[config.mk]
export PLATFORM = sky130hd
export DESIGN_NAME = pos_regs
export DESIGN_NICKNAME = d
export VERILOG_FILES = /design/src/verilog/pos_pkg.sv /design/src/verilog/pos_sync.sv /design/src/verilog/pos_sticky.sv /design/src/verilog/pos_regs.sv
export SDC_FILE = /design/constraint.sdc
export NUM_CORES = 1
export LEC_CHECK = 0
export ABC_AREA = 1
export BUFFER_PORTS_ARGS = -buffer_cell sky130_fd_sc_hd__buf_2
export CORE_UTILIZATION = 50
export DETAILED_ROUTE_END_ITERATION = 8
export GPL_ROUTABILITY_DRIVEN = 0
export GPL_TIMING_DRIVEN = 0
export HOLD_SLACK_MARGIN = 0.1
export PLACE_DENSITY = 0.76
export SYNTH_ARGS = -nofsm -noshare
export SYNTH_HDL_FRONTEND = slang
export SYNTH_SLANG_ARGS = --single-unit
[constraint.sdc]
create_clock -name i_clk -period 2.2 [get_ports i_clk]
set_input_delay 0.44 -clock i_clk [delete_from_list [all_inputs] [get_ports i_clk]]
set_output_delay 0.44 -clock i_clk [all_outputs]
set_load 0.02 [all_outputs]
[src/verilog/pos_pkg.sv]
// constants for the on/off control and status register block
package pos_pkg;

	// ****************************************
	// command codes
	// ****************************************
	localparam logic [7:0] CMD_UNIT_ON_OFF = 8'h01;
	localparam logic [7:0] CMD_ENABLE_CFG = 8'h02;
	localparam logic [7:0] CMD_CLEAR_FAULTS = 8'h03;
	localparam logic [7:0] CMD_VOUT_FORMAT = 8'h20;
	localparam logic [7:0] CMD_VOUT_SETPOINT = 8'h21;
	localparam logic [7:0] CMD_STATUS_BYTE = 8'h78;
	localparam logic [7:0] CMD_STATUS_WORD = 8'h79;
	localparam logic [7:0] CMD_OUTPUT_VOLTAGE_STATUS = 8'h7A;
	localparam logic [7:0] CMD_OUTPUT_CURRENT_STATUS = 8'h7B;
	localparam logic [7:0] CMD_STATUS_INPUT = 8'h7C;
	localparam logic [7:0] CMD_STATUS_TEMP = 8'h7D;
	localparam logic [7:0] CMD_STATUS_COMM = 8'h7E;
	localparam logic [7:0] CMD_STATUS_VENDOR = 8'h80;

	// ****************************************
	// widths, fields and reset values
	// ****************************************
	localparam int DATA_W = 16;
	localparam logic [1:0] OP_SOFT_OFF = 2'b01;
	localparam logic [1:0] OP_ON = 2'b10;
	localparam logic [1:0] OP_MARGIN_OFF = 2'b00;
	localparam int CFG_W = 4;
	localparam int CFG_POLARITY = 1;
	localparam int CFG_PIN_EN = 2;
	localparam int CFG_CMD_EN = 3;
	localparam logic [7:0] OP_RESET = 8'h40;
	localparam logic [3:0] CFG_RESET = 4'h6;
	localparam logic [15:0] VSET_RESET = 16'h0000;
	localparam logic [2:0] VOUT_LINEAR_MODE = 3'b000;
	localparam logic [4:0] VOUT_EXPONENT = 5'h14;

	// ****************************************
	// sticky flag indices
	// ****************************************
	localparam int F_VOUT_UVF = 0;
	localparam int F_VOUT_UVW = 1;
	localparam int F_VOUT_OVW = 2;
	localparam int F_VOUT_OVF = 3;
	localparam int F_IOUT_OCW = 4;
	localparam int F_IOUT_OCF = 5;
	localparam int F_VIN_UVF = 6;
	localparam int F_VIN_UVW = 7;
	localparam int F_VIN_OVW = 8;
	localparam int F_VIN_OVF = 9;
	localparam int F_TEMP_OVW = 10;
	localparam int F_TEMP_OVF = 11;
	localparam int F_VEND_OVW = 12;
	localparam int F_VEND_OVF = 13;
	localparam int F_BUS_FMT = 14;
	localparam int F_PKT_CHK = 15;
	localparam int F_BAD_CMD = 16;
	localparam int FLAG_W = 17;

endpackage : pos_pkg

[src/verilog/pos_sync.sv]
// two-stage synchroniser for one asynchronous level
`timescale 1ns/10ps
module pos_sync (
	// clock and reset
	input wire logic i_clk,
	input wire logic i_reset,
	// asynchronous level in, synchronised level out
	input wire logic i_async,
	output logic o_sync
);
	import pos_pkg::*;

	logic stage1;

	// stage1 is read by the second flop only
	always_ff @(posedge i_clk) begin
		if (i_reset) begin
			stage1 <= 1'b0;
			o_sync <= 1'b0;
		end else begin
			stage1 <= i_async;
			o_sync <= stage1;
		end
	end

endmodule : pos_sync

[src/verilog/pos_sticky.sv]
// bank of sticky status flags, set wins over clear
`timescale 1ns/10ps
module pos_sticky #(
	parameter int WIDTH = 17
) (
	// clock and reset
	input wire logic i_clk,
	input wire logic i_reset,
	// set levels and clear strobe
	input wire logic [WIDTH-1:0] i_set,
	input wire logic i_clear,
	// latched flags
	output logic [WIDTH-1:0] o_flags
);
	import pos_pkg::*;

	logic [WIDTH-1:0] next_flags;

	genvar gi;
	generate
		for (gi = 0; gi < WIDTH; gi++) begin : g_flag
			// a condition still present on clear sets the bit again at once
			always_comb begin
				next_flags[gi] = (o_flags[gi] & ~i_clear) | i_set[gi];
			end
		end
	endgenerate

	always_ff @(posedge i_clk) begin
		if (i_reset) begin
			o_flags <= '0;
		end else begin
			o_flags <= next_flags;
		end
	end

endmodule : pos_sticky

[src/verilog/pos_regs.sv]
// on/off control, output voltage setpoint and status registers
//
// Functional notes
// - top bits 01 soft off, 10 on, 00/11 refused
// - mode held until new command or pin change
// - config bit 0 ignored, off always sequenced
// - config bit 1 selects control pin polarity
// - config bit 2 gates on control pin
// - config bit 3 gates on command field
// - both enabled: on only when both on
// - fault clear resets flags, releases alert
// - fault clear leaves operating state untouched
// - persisting condition sets its bit again
// - format byte: exponent low, 000 on top
// - setpoint is 16-bit mantissa, host scales
// - summary bits 1 to 5 per source
// - bit 0 other faults, bit 7 zero
// - bit 6 set while output unpowered
// - word low byte mirrors byte, 8-10 zero
// - word bit 11 while power good negated
// - word bits 12-15 vendor/input/current/voltage
// - voltage status bits 7:4, 3:0 zero
// - current warning bit 5, fault bit 7
// - comm bits 1, 5, 7 feed summary
`timescale 1ns/10ps
module pos_regs (
	// clock and reset
	input wire logic i_clk,
	input wire logic i_reset,
	// command port from the bus transport
	input wire logic i_cmd_valid,
	input wire logic i_cmd_read,
	input wire logic [7:0] i_cmd_code,
	input wire logic [pos_pkg::DATA_W-1:0] i_cmd_wdata,
	output logic o_rd_valid,
	output logic [pos_pkg::DATA_W-1:0] o_rd_data,
	// transport error strobes
	input wire logic i_bus_timeout_format,
	input wire logic i_packet_check_error,
	// external control pin, asynchronous
	input wire logic i_control_pin,
	// power stage state
	input wire logic i_output_active,
	input wire logic i_power_good,
	// output voltage conditions
	input wire logic i_output_undervolt_fault,
	input wire logic i_output_undervolt_warning,
	input wire logic i_output_overvolt_warning,
	input wire logic i_output_overvolt_fault,
	// output current conditions
	input wire logic i_overcurrent_warning,
	input wire logic i_overcurrent_fault,
	// input voltage conditions
	input wire logic i_input_undervolt_fault,
	input wire logic i_input_undervolt_warning,
	input wire logic i_input_overvolt_warning,
	input wire logic i_input_overvolt_fault,
	// temperature conditions
	input wire logic i_ext_overtemp_warning,
	input wire logic i_ext_overtemp_fault,
	input wire logic i_int_overtemp_warning,
	input wire logic i_int_overtemp_fault,
	// to the sequencer and the alert pin driver
	output logic o_unit_enable,
	output logic [pos_pkg::DATA_W-1:0] o_vout_setpoint,
	output logic o_alert
);
	import pos_pkg::*;

	// ****************************************
	// declarations
	// ****************************************
	logic [7:0] unit_on_off_command;
	logic [CFG_W-1:0] enable_source_config;
	logic [7:0] next_unit_on_off_command;
	logic [CFG_W-1:0] next_enable_source_config;
	logic [DATA_W-1:0] next_vout_setpoint;
	logic next_rd_valid;
	logic [DATA_W-1:0] next_rd_data;
	logic next_unit_enable;
	logic next_alert;
	logic clear_req;
	logic bad_cmd;
	logic pin_level;
	logic pin_on;
	logic cmd_on;
	logic [FLAG_W-1:0] flag_set;
	logic [FLAG_W-1:0] flags;
	logic [7:0] vout_format_exponent;
	logic [7:0] summary_status_byte;
	logic [15:0] summary_status_word;
	logic [7:0] output_voltage_status;
	logic [7:0] output_current_status;
	logic [7:0] input_status;
	logic [7:0] temp_status;
	logic [7:0] comm_status;
	logic [7:0] vendor_status;
	logic other_fault_flag;
	logic comm_fault_flag;
	logic temp_flag;
	logic input_undervolt_flag;
	logic overcurrent_summary_flag;
	logic overvolt_summary_flag;
	logic vendor_event_flag;
	logic input_event_flag;
	logic output_current_power_flag;
	logic output_voltage_flag;

	// ****************************************
	// control pin synchroniser
	// ****************************************
	pos_sync u_pin_sync (
		.i_clk(i_clk),
		.i_reset(i_reset),
		.i_async(i_control_pin),
		.o_sync(pin_level)
	);

	// ****************************************
	// sticky status flags
	// ****************************************
	always_comb begin
		flag_set = '0;
		flag_set[F_VOUT_UVF] = i_output_undervolt_fault;
		flag_set[F_VOUT_UVW] = i_output_undervolt_warning;
		flag_set[F_VOUT_OVW] = i_output_overvolt_warning;
		flag_set[F_VOUT_OVF] = i_output_overvolt_fault;
		flag_set[F_IOUT_OCW] = i_overcurrent_warning;
		flag_set[F_IOUT_OCF] = i_overcurrent_fault;
		flag_set[F_VIN_UVF] = i_input_undervolt_fault;
		flag_set[F_VIN_UVW] = i_input_undervolt_warning;
		flag_set[F_VIN_OVW] = i_input_overvolt_warning;
		flag_set[F_VIN_OVF] = i_input_overvolt_fault;
		flag_set[F_TEMP_OVW] = i_ext_overtemp_warning;
		flag_set[F_TEMP_OVF] = i_ext_overtemp_fault;
		flag_set[F_VEND_OVW] = i_int_overtemp_warning;
		flag_set[F_VEND_OVF] = i_int_overtemp_fault;
		flag_set[F_BUS_FMT] = i_bus_timeout_format;
		flag_set[F_PKT_CHK] = i_packet_check_error;
		flag_set[F_BAD_CMD] = bad_cmd;
	end

	pos_sticky #(
		.WIDTH(FLAG_W)
	) u_flags (
		.i_clk(i_clk),
		.i_reset(i_reset),
		.i_set(flag_set),
		.i_clear(clear_req),
		.o_flags(flags)
	);

	// ****************************************
	// status register assembly
	// ****************************************
	always_comb begin
		output_voltage_status = {flags[F_VOUT_OVF], flags[F_VOUT_OVW],
			flags[F_VOUT_UVW], flags[F_VOUT_UVF], 4'h0};
		output_current_status = {flags[F_IOUT_OCF], 1'b0,
			flags[F_IOUT_OCW], 5'h00};
		input_status = {flags[F_VIN_OVF], flags[F_VIN_OVW],
			flags[F_VIN_UVW], flags[F_VIN_UVF], 4'h0};
		temp_status = {flags[F_TEMP_OVF], flags[F_TEMP_OVW], 6'h00};
		vendor_status = {flags[F_VEND_OVF], flags[F_VEND_OVW], 6'h00};
		comm_status = {flags[F_BAD_CMD], 1'b0, flags[F_PKT_CHK], 3'h0,
			flags[F_BUS_FMT], 1'b0};
	end

	always_comb begin
		comm_fault_flag = |comm_status;
		temp_flag = |temp_status;
		input_undervolt_flag = flags[F_VIN_UVF];
		overcurrent_summary_flag = flags[F_IOUT_OCF];
		overvolt_summary_flag = flags[F_VOUT_OVF];
		// faults with no summary bit of their own
		other_fault_flag = flags[F_VOUT_UVF] | flags[F_VIN_OVF] | flags[F_VEND_OVF];
		vendor_event_flag = |vendor_status;
		input_event_flag = |input_status;
		output_current_power_flag = |output_current_status;
		output_voltage_flag = |output_voltage_status;
	end

	always_comb begin
		summary_status_byte = {1'b0,
			~i_output_active,
			overvolt_summary_flag,
			overcurrent_summary_flag,
			input_undervolt_flag,
			temp_flag,
			comm_fault_flag,
			other_fault_flag};
		// bits 10:8 report nothing in this unit
		summary_status_word = {output_voltage_flag,
			output_current_power_flag,
			input_event_flag,
			vendor_event_flag,
			~i_power_good,
			3'h0,
			summary_status_byte};
		vout_format_exponent = {VOUT_LINEAR_MODE, VOUT_EXPONENT};
	end

	// ****************************************
	// command decode and register writes
	// ****************************************
	always_comb begin
		next_unit_on_off_command = unit_on_off_command;
		next_enable_source_config = enable_source_config;
		next_vout_setpoint = o_vout_setpoint;
		next_rd_valid = 1'b0;
		next_rd_data = o_rd_data;
		clear_req = 1'b0;
		bad_cmd = 1'b0;
		if (i_cmd_valid && i_cmd_read) begin
			next_rd_valid = 1'b1;
			// spare and unsupported bits read as zero
			next_rd_data = '0;
			unique case (i_cmd_code)
				CMD_UNIT_ON_OFF: begin
					next_rd_data = {8'h00, unit_on_off_command};
				end
				CMD_ENABLE_CFG: begin
					next_rd_data = {12'h000, enable_source_config};
				end
				CMD_VOUT_FORMAT: begin
					next_rd_data = {8'h00, vout_format_exponent};
				end
				CMD_VOUT_SETPOINT: begin
					next_rd_data = o_vout_setpoint;
				end
				CMD_STATUS_BYTE: begin
					next_rd_data = {8'h00, summary_status_byte};
				end
				CMD_STATUS_WORD: begin
					next_rd_data = summary_status_word;
				end
				CMD_OUTPUT_VOLTAGE_STATUS: begin
					next_rd_data = {8'h00, output_voltage_status};
				end
				CMD_OUTPUT_CURRENT_STATUS: begin
					next_rd_data = {8'h00, output_current_status};
				end
				CMD_STATUS_INPUT: begin
					next_rd_data = {8'h00, input_status};
				end
				CMD_STATUS_TEMP: begin
					next_rd_data = {8'h00, temp_status};
				end
				CMD_STATUS_COMM: begin
					next_rd_data = {8'h00, comm_status};
				end
				CMD_STATUS_VENDOR: begin
					next_rd_data = {8'h00, vendor_status};
				end
				default: begin
					// write-only or unknown code answers zero
					bad_cmd = 1'b1;
				end
			endcase
		end else if (i_cmd_valid) begin
			unique case (i_cmd_code)
				CMD_UNIT_ON_OFF: begin
					// only the two documented modes are taken
					if (i_cmd_wdata[7:6] == OP_SOFT_OFF) begin
						next_unit_on_off_command = i_cmd_wdata[7:0];
					end else if (i_cmd_wdata[7:6] == OP_ON && i_cmd_wdata[5:4] == OP_MARGIN_OFF) begin
						next_unit_on_off_command = i_cmd_wdata[7:0];
					end else begin
						bad_cmd = 1'b1;
					end
				end
				CMD_ENABLE_CFG: begin
					// bit 0 is stored for read-back only
					next_enable_source_config = i_cmd_wdata[CFG_W-1:0];
				end
				CMD_CLEAR_FAULTS: begin
					// flags only; control state is left as it is
					clear_req = 1'b1;
				end
				CMD_VOUT_SETPOINT: begin
					next_vout_setpoint = i_cmd_wdata;
				end
				default: begin
					// read-only or unknown code
					bad_cmd = 1'b1;
				end
			endcase
		end
	end

	always_ff @(posedge i_clk) begin
		if (i_reset) begin
			unit_on_off_command <= OP_RESET;
			enable_source_config <= CFG_RESET;
			o_vout_setpoint <= VSET_RESET;
			o_rd_valid <= 1'b0;
			o_rd_data <= '0;
		end else begin
			unit_on_off_command <= next_unit_on_off_command;
			enable_source_config <= next_enable_source_config;
			o_vout_setpoint <= next_vout_setpoint;
			o_rd_valid <= next_rd_valid;
			o_rd_data <= next_rd_data;
		end
	end

	// ****************************************
	// on/off decision
	// ****************************************
	// enable drops straight away; the sequencer always applies the
	// programmed delay and fall time, so no fast-off path exists
	always_comb begin
		// pin level is two edges old, so enable trails the pin by three
		pin_on = (pin_level == enable_source_config[CFG_POLARITY]);
		cmd_on = (unit_on_off_command[7:6] == OP_ON);
		next_unit_enable = (~enable_source_config[CFG_PIN_EN] | pin_on)
			& (~enable_source_config[CFG_CMD_EN] | cmd_on);
	end

	// ****************************************
	// alert
	// ****************************************
	// released by a clear unless a condition is still present
	always_comb begin
		next_alert = |flags;
	end

	always_ff @(posedge i_clk) begin
		if (i_reset) begin
			o_unit_enable <= 1'b0;
			o_alert <= 1'b0;
		end else begin
			o_unit_enable <= next_unit_enable;
			o_alert <= next_alert;
		end
	end

endmodule : pos_regs

==> results.txt <==
period utilization: 67.9%
RSZ-0062 raised after global routing: false
CTS Buffer Depth: 2
Hold Vio Cnt, Final: 0
Pins Over Slew Limit: 0
maximum VDD drop: 0.374 mV
Crit Path Class: in -> reg
CTS sink cnt: 66
Critical Path, Cell by Cell: buf_2 > nor2_1 > nand2_1 > nor2_2 > nand2_1 > nor2_1 > nor2_1 > nand2_1 > nand2_1 > a21oi_1
Clock transition at path regs: 0.08 ns
Post-synth EDFFs: 0
Worst Setup End Kind: flop
die height: 81.7 microns
cell area after layout: 0.00385 sq mm
drt total wl: 8720 microns
most common library cell in the layout ignoring fill and taps: nand2_1
crit path time final: 1.49 ns
Adder-Cell Fraction of Synth Area: 0%
Slowest-stage cell, CP: nor2_2
H-tree depth: 3
Synthesized Nets: 488
root buffer cell: clkbuf_8
WHS: 0.286 ns
largest net degree at the start of global routing: 13
crit path DAT: 1.79 ns
Post-CTS Hold Fix Bufs: 0
DP Cell Count: 596
layout cell share with drive strength beyond 1: 28.7%
Synth Area in Compound Gates: 15.1%
routed vias: 3,262
Max-Slew Margin vs Limit: 54.5%
Num CTS Buffers: 9
clk_lat worst skew: 0.36 ns
pre-CTS setup slack: 0.342 ns
grt ovf: 0
Synth async-reset ratio: 0%
register area share after synthesis: 41.6%
Mapped Cells: 441
Worst setup SP type: input pin
Fill cells: 571
Leak: 1.73 nW
setup ws final: 0.707 ns
die footprint: 0.00667 sq mm
vias per inst: 5.33
drt wl/cell: 14.3 microns
# DRC: 0
maximum clock rate: 670 MHz
Mapped Avg Cell Area: 7.20 sq um
vias in the first global route: 2,907
data required time of the critical path: 2.50 ns
die width: 81.7 microns
main flop type after synthesis: dfxtp_1
io pins: 82
Pre-antenna DRT Iters: 5
# diodes: 0
combinational family with the most area after synthesis: simple AND/OR/NAND/NOR gates
CTS tree: done
Critical Path Max Stage Delay: 0.28 ns
number of distinct library cells after synthesis: 31
dpl hpwl: 6700 microns
Most common cell on crit path: nand2_1
setup bufs post-CTS: 0
status: completed
post-CTS sizing: 0
power per cell area: 624 mW/mm^2
placed cell areas: 0.00367 sq mm
Initial Util: 52.7%
Max Cap Viol: 0
Max FO, Critical Path: 7
initial antenna violation count: 0
hold crit path type: in -> reg
Post-Synth XOR/XNOR Area: 0%
DRT antenna net count: 0
initial DRC count: 280
area of the core: 0.00603 sq mm
yosys synthesis warning count: 0
All-Layer GR Usage: 28.3%
first-pass GRT wire length: 13,900 microns
Crit path max-delay family: simple AND/OR/NAND/NOR gates
row cnt: 28
Slew @ Worst Pin: 0.683 ns
simple-gate area share of the yosys netlist: 34.4%
final setup fails: 0
Buf/Inv on CP: 1
#FFs+latches synth: 66
IO buf count: 80
Finished Layout Cells: 612
fin nets: 579
final worst clock skew: 0.0134 ns
most frequent cells in the layout: nand2_1 (100), buf_2 (82), dfxtp_1 (66)
synthesized area: 0.00318 sq mm
post-synthesis mux area share: 0.315%
Area growth syn-to-layout: 21.2%
Total Neg Setup Slack: 0 ns
[worst paths after layout]
| kind | startpoint | endpoint | slack (ns) | depth (start not counted) |
|---|---|---|---|---|
| setup / recovery | i_cmd_code[5] | o_rd_data[6] | 0.71 | 10 |
| hold / removal | i_control_pin | u_pin_sync.stage1 | 0.29 | 3 |
| setup reg to reg | u_flags.o_flags[3] | o_rd_data[15] | 0.83 | 4 |
| hold reg to reg | u_pin_sync.stage1 | u_pin_sync.o_sync | 0.41 | 2 |
[cells in the mapped netlist (all sizes together) (3+ instances only)]
master | n | area share (%)
nand2 | 117 | 15
dfxtp | 66 | 42
nand4 | 10 | 2.0
buf | 9 | 2.8
o21ai | 24 | 3.8
inv | 37 | 4.5
a21oi | 60 | 11
nor2 | 59 | 9.0
nand3 | 40 | 6.6
clkbuf | 9 | 1.1
nor3 | 3 | 0.63
[logic make-up after synthesis]
group,count (synthesis)
flip-flops,66
buffers and inverters,56
multiplexers,1
AND/OR/NAND/NOR,232
AO/OA/AOI/OAI,86
[routing by layer]
layer / vias to the layer above / share of wire, % / GRT usage, %
li1: 1630 / - / -
met1: 1484 / 45 / 37.2
met2: 127 / 46 / 44.5
met3: 21 / 6.2 / 6.22
met4: 0 / 2.7 / 12.3
met5: - / 0 / 0
[report_power, final]
| part | internal [mW] | switching, mW |
|---|---|---|
| Sequential | 1.22 | 0.0248 |
| Combinational | 0.0772 | 0.147 |
| Clock | 0.438 | 0.490 |
[cell type report]
cell class,count,area [sq um],share of cell area (%)
inverter,38,150,3.90
clock inverter,6,42.5,1.10
buffer,18,124,3.22
clock buffer,10,138,3.57
tap,75,93.8,2.44
sequential,66,1320,34.3
multi-input combinational,319,1580,41.0
timing repair buffer,80,400,10.4
[sequential cells by signal, indices dropped and copies added (netlist names)]
signal,cells
u_flags.o_flags,17
o_rd_data,16
o_vout_setpoint,16
unit_on_off_command,8
enable_source_config,4
o_alert,1
o_rd_valid,1
o_unit_enable,1
u_pin_sync.o_sync,1
u_pin_sync.stage1,1
[stage by stage]
step           util [%]  power [mW]
2_1_floorplan         -        1.40
3_3_place_gp       60.9        1.49
3_5_place_dp       60.9        1.50
4_1_cts            63.9        2.40
5_1_grt            63.9        2.49
6_report           63.9        2.40
[worst min-delay path, stage by stage]
cell	delay, ns
buf_2	0.07
inv_1	0.03
nor2_1	0.06
No activity file was read; power rests on OpenSTA's default activity.
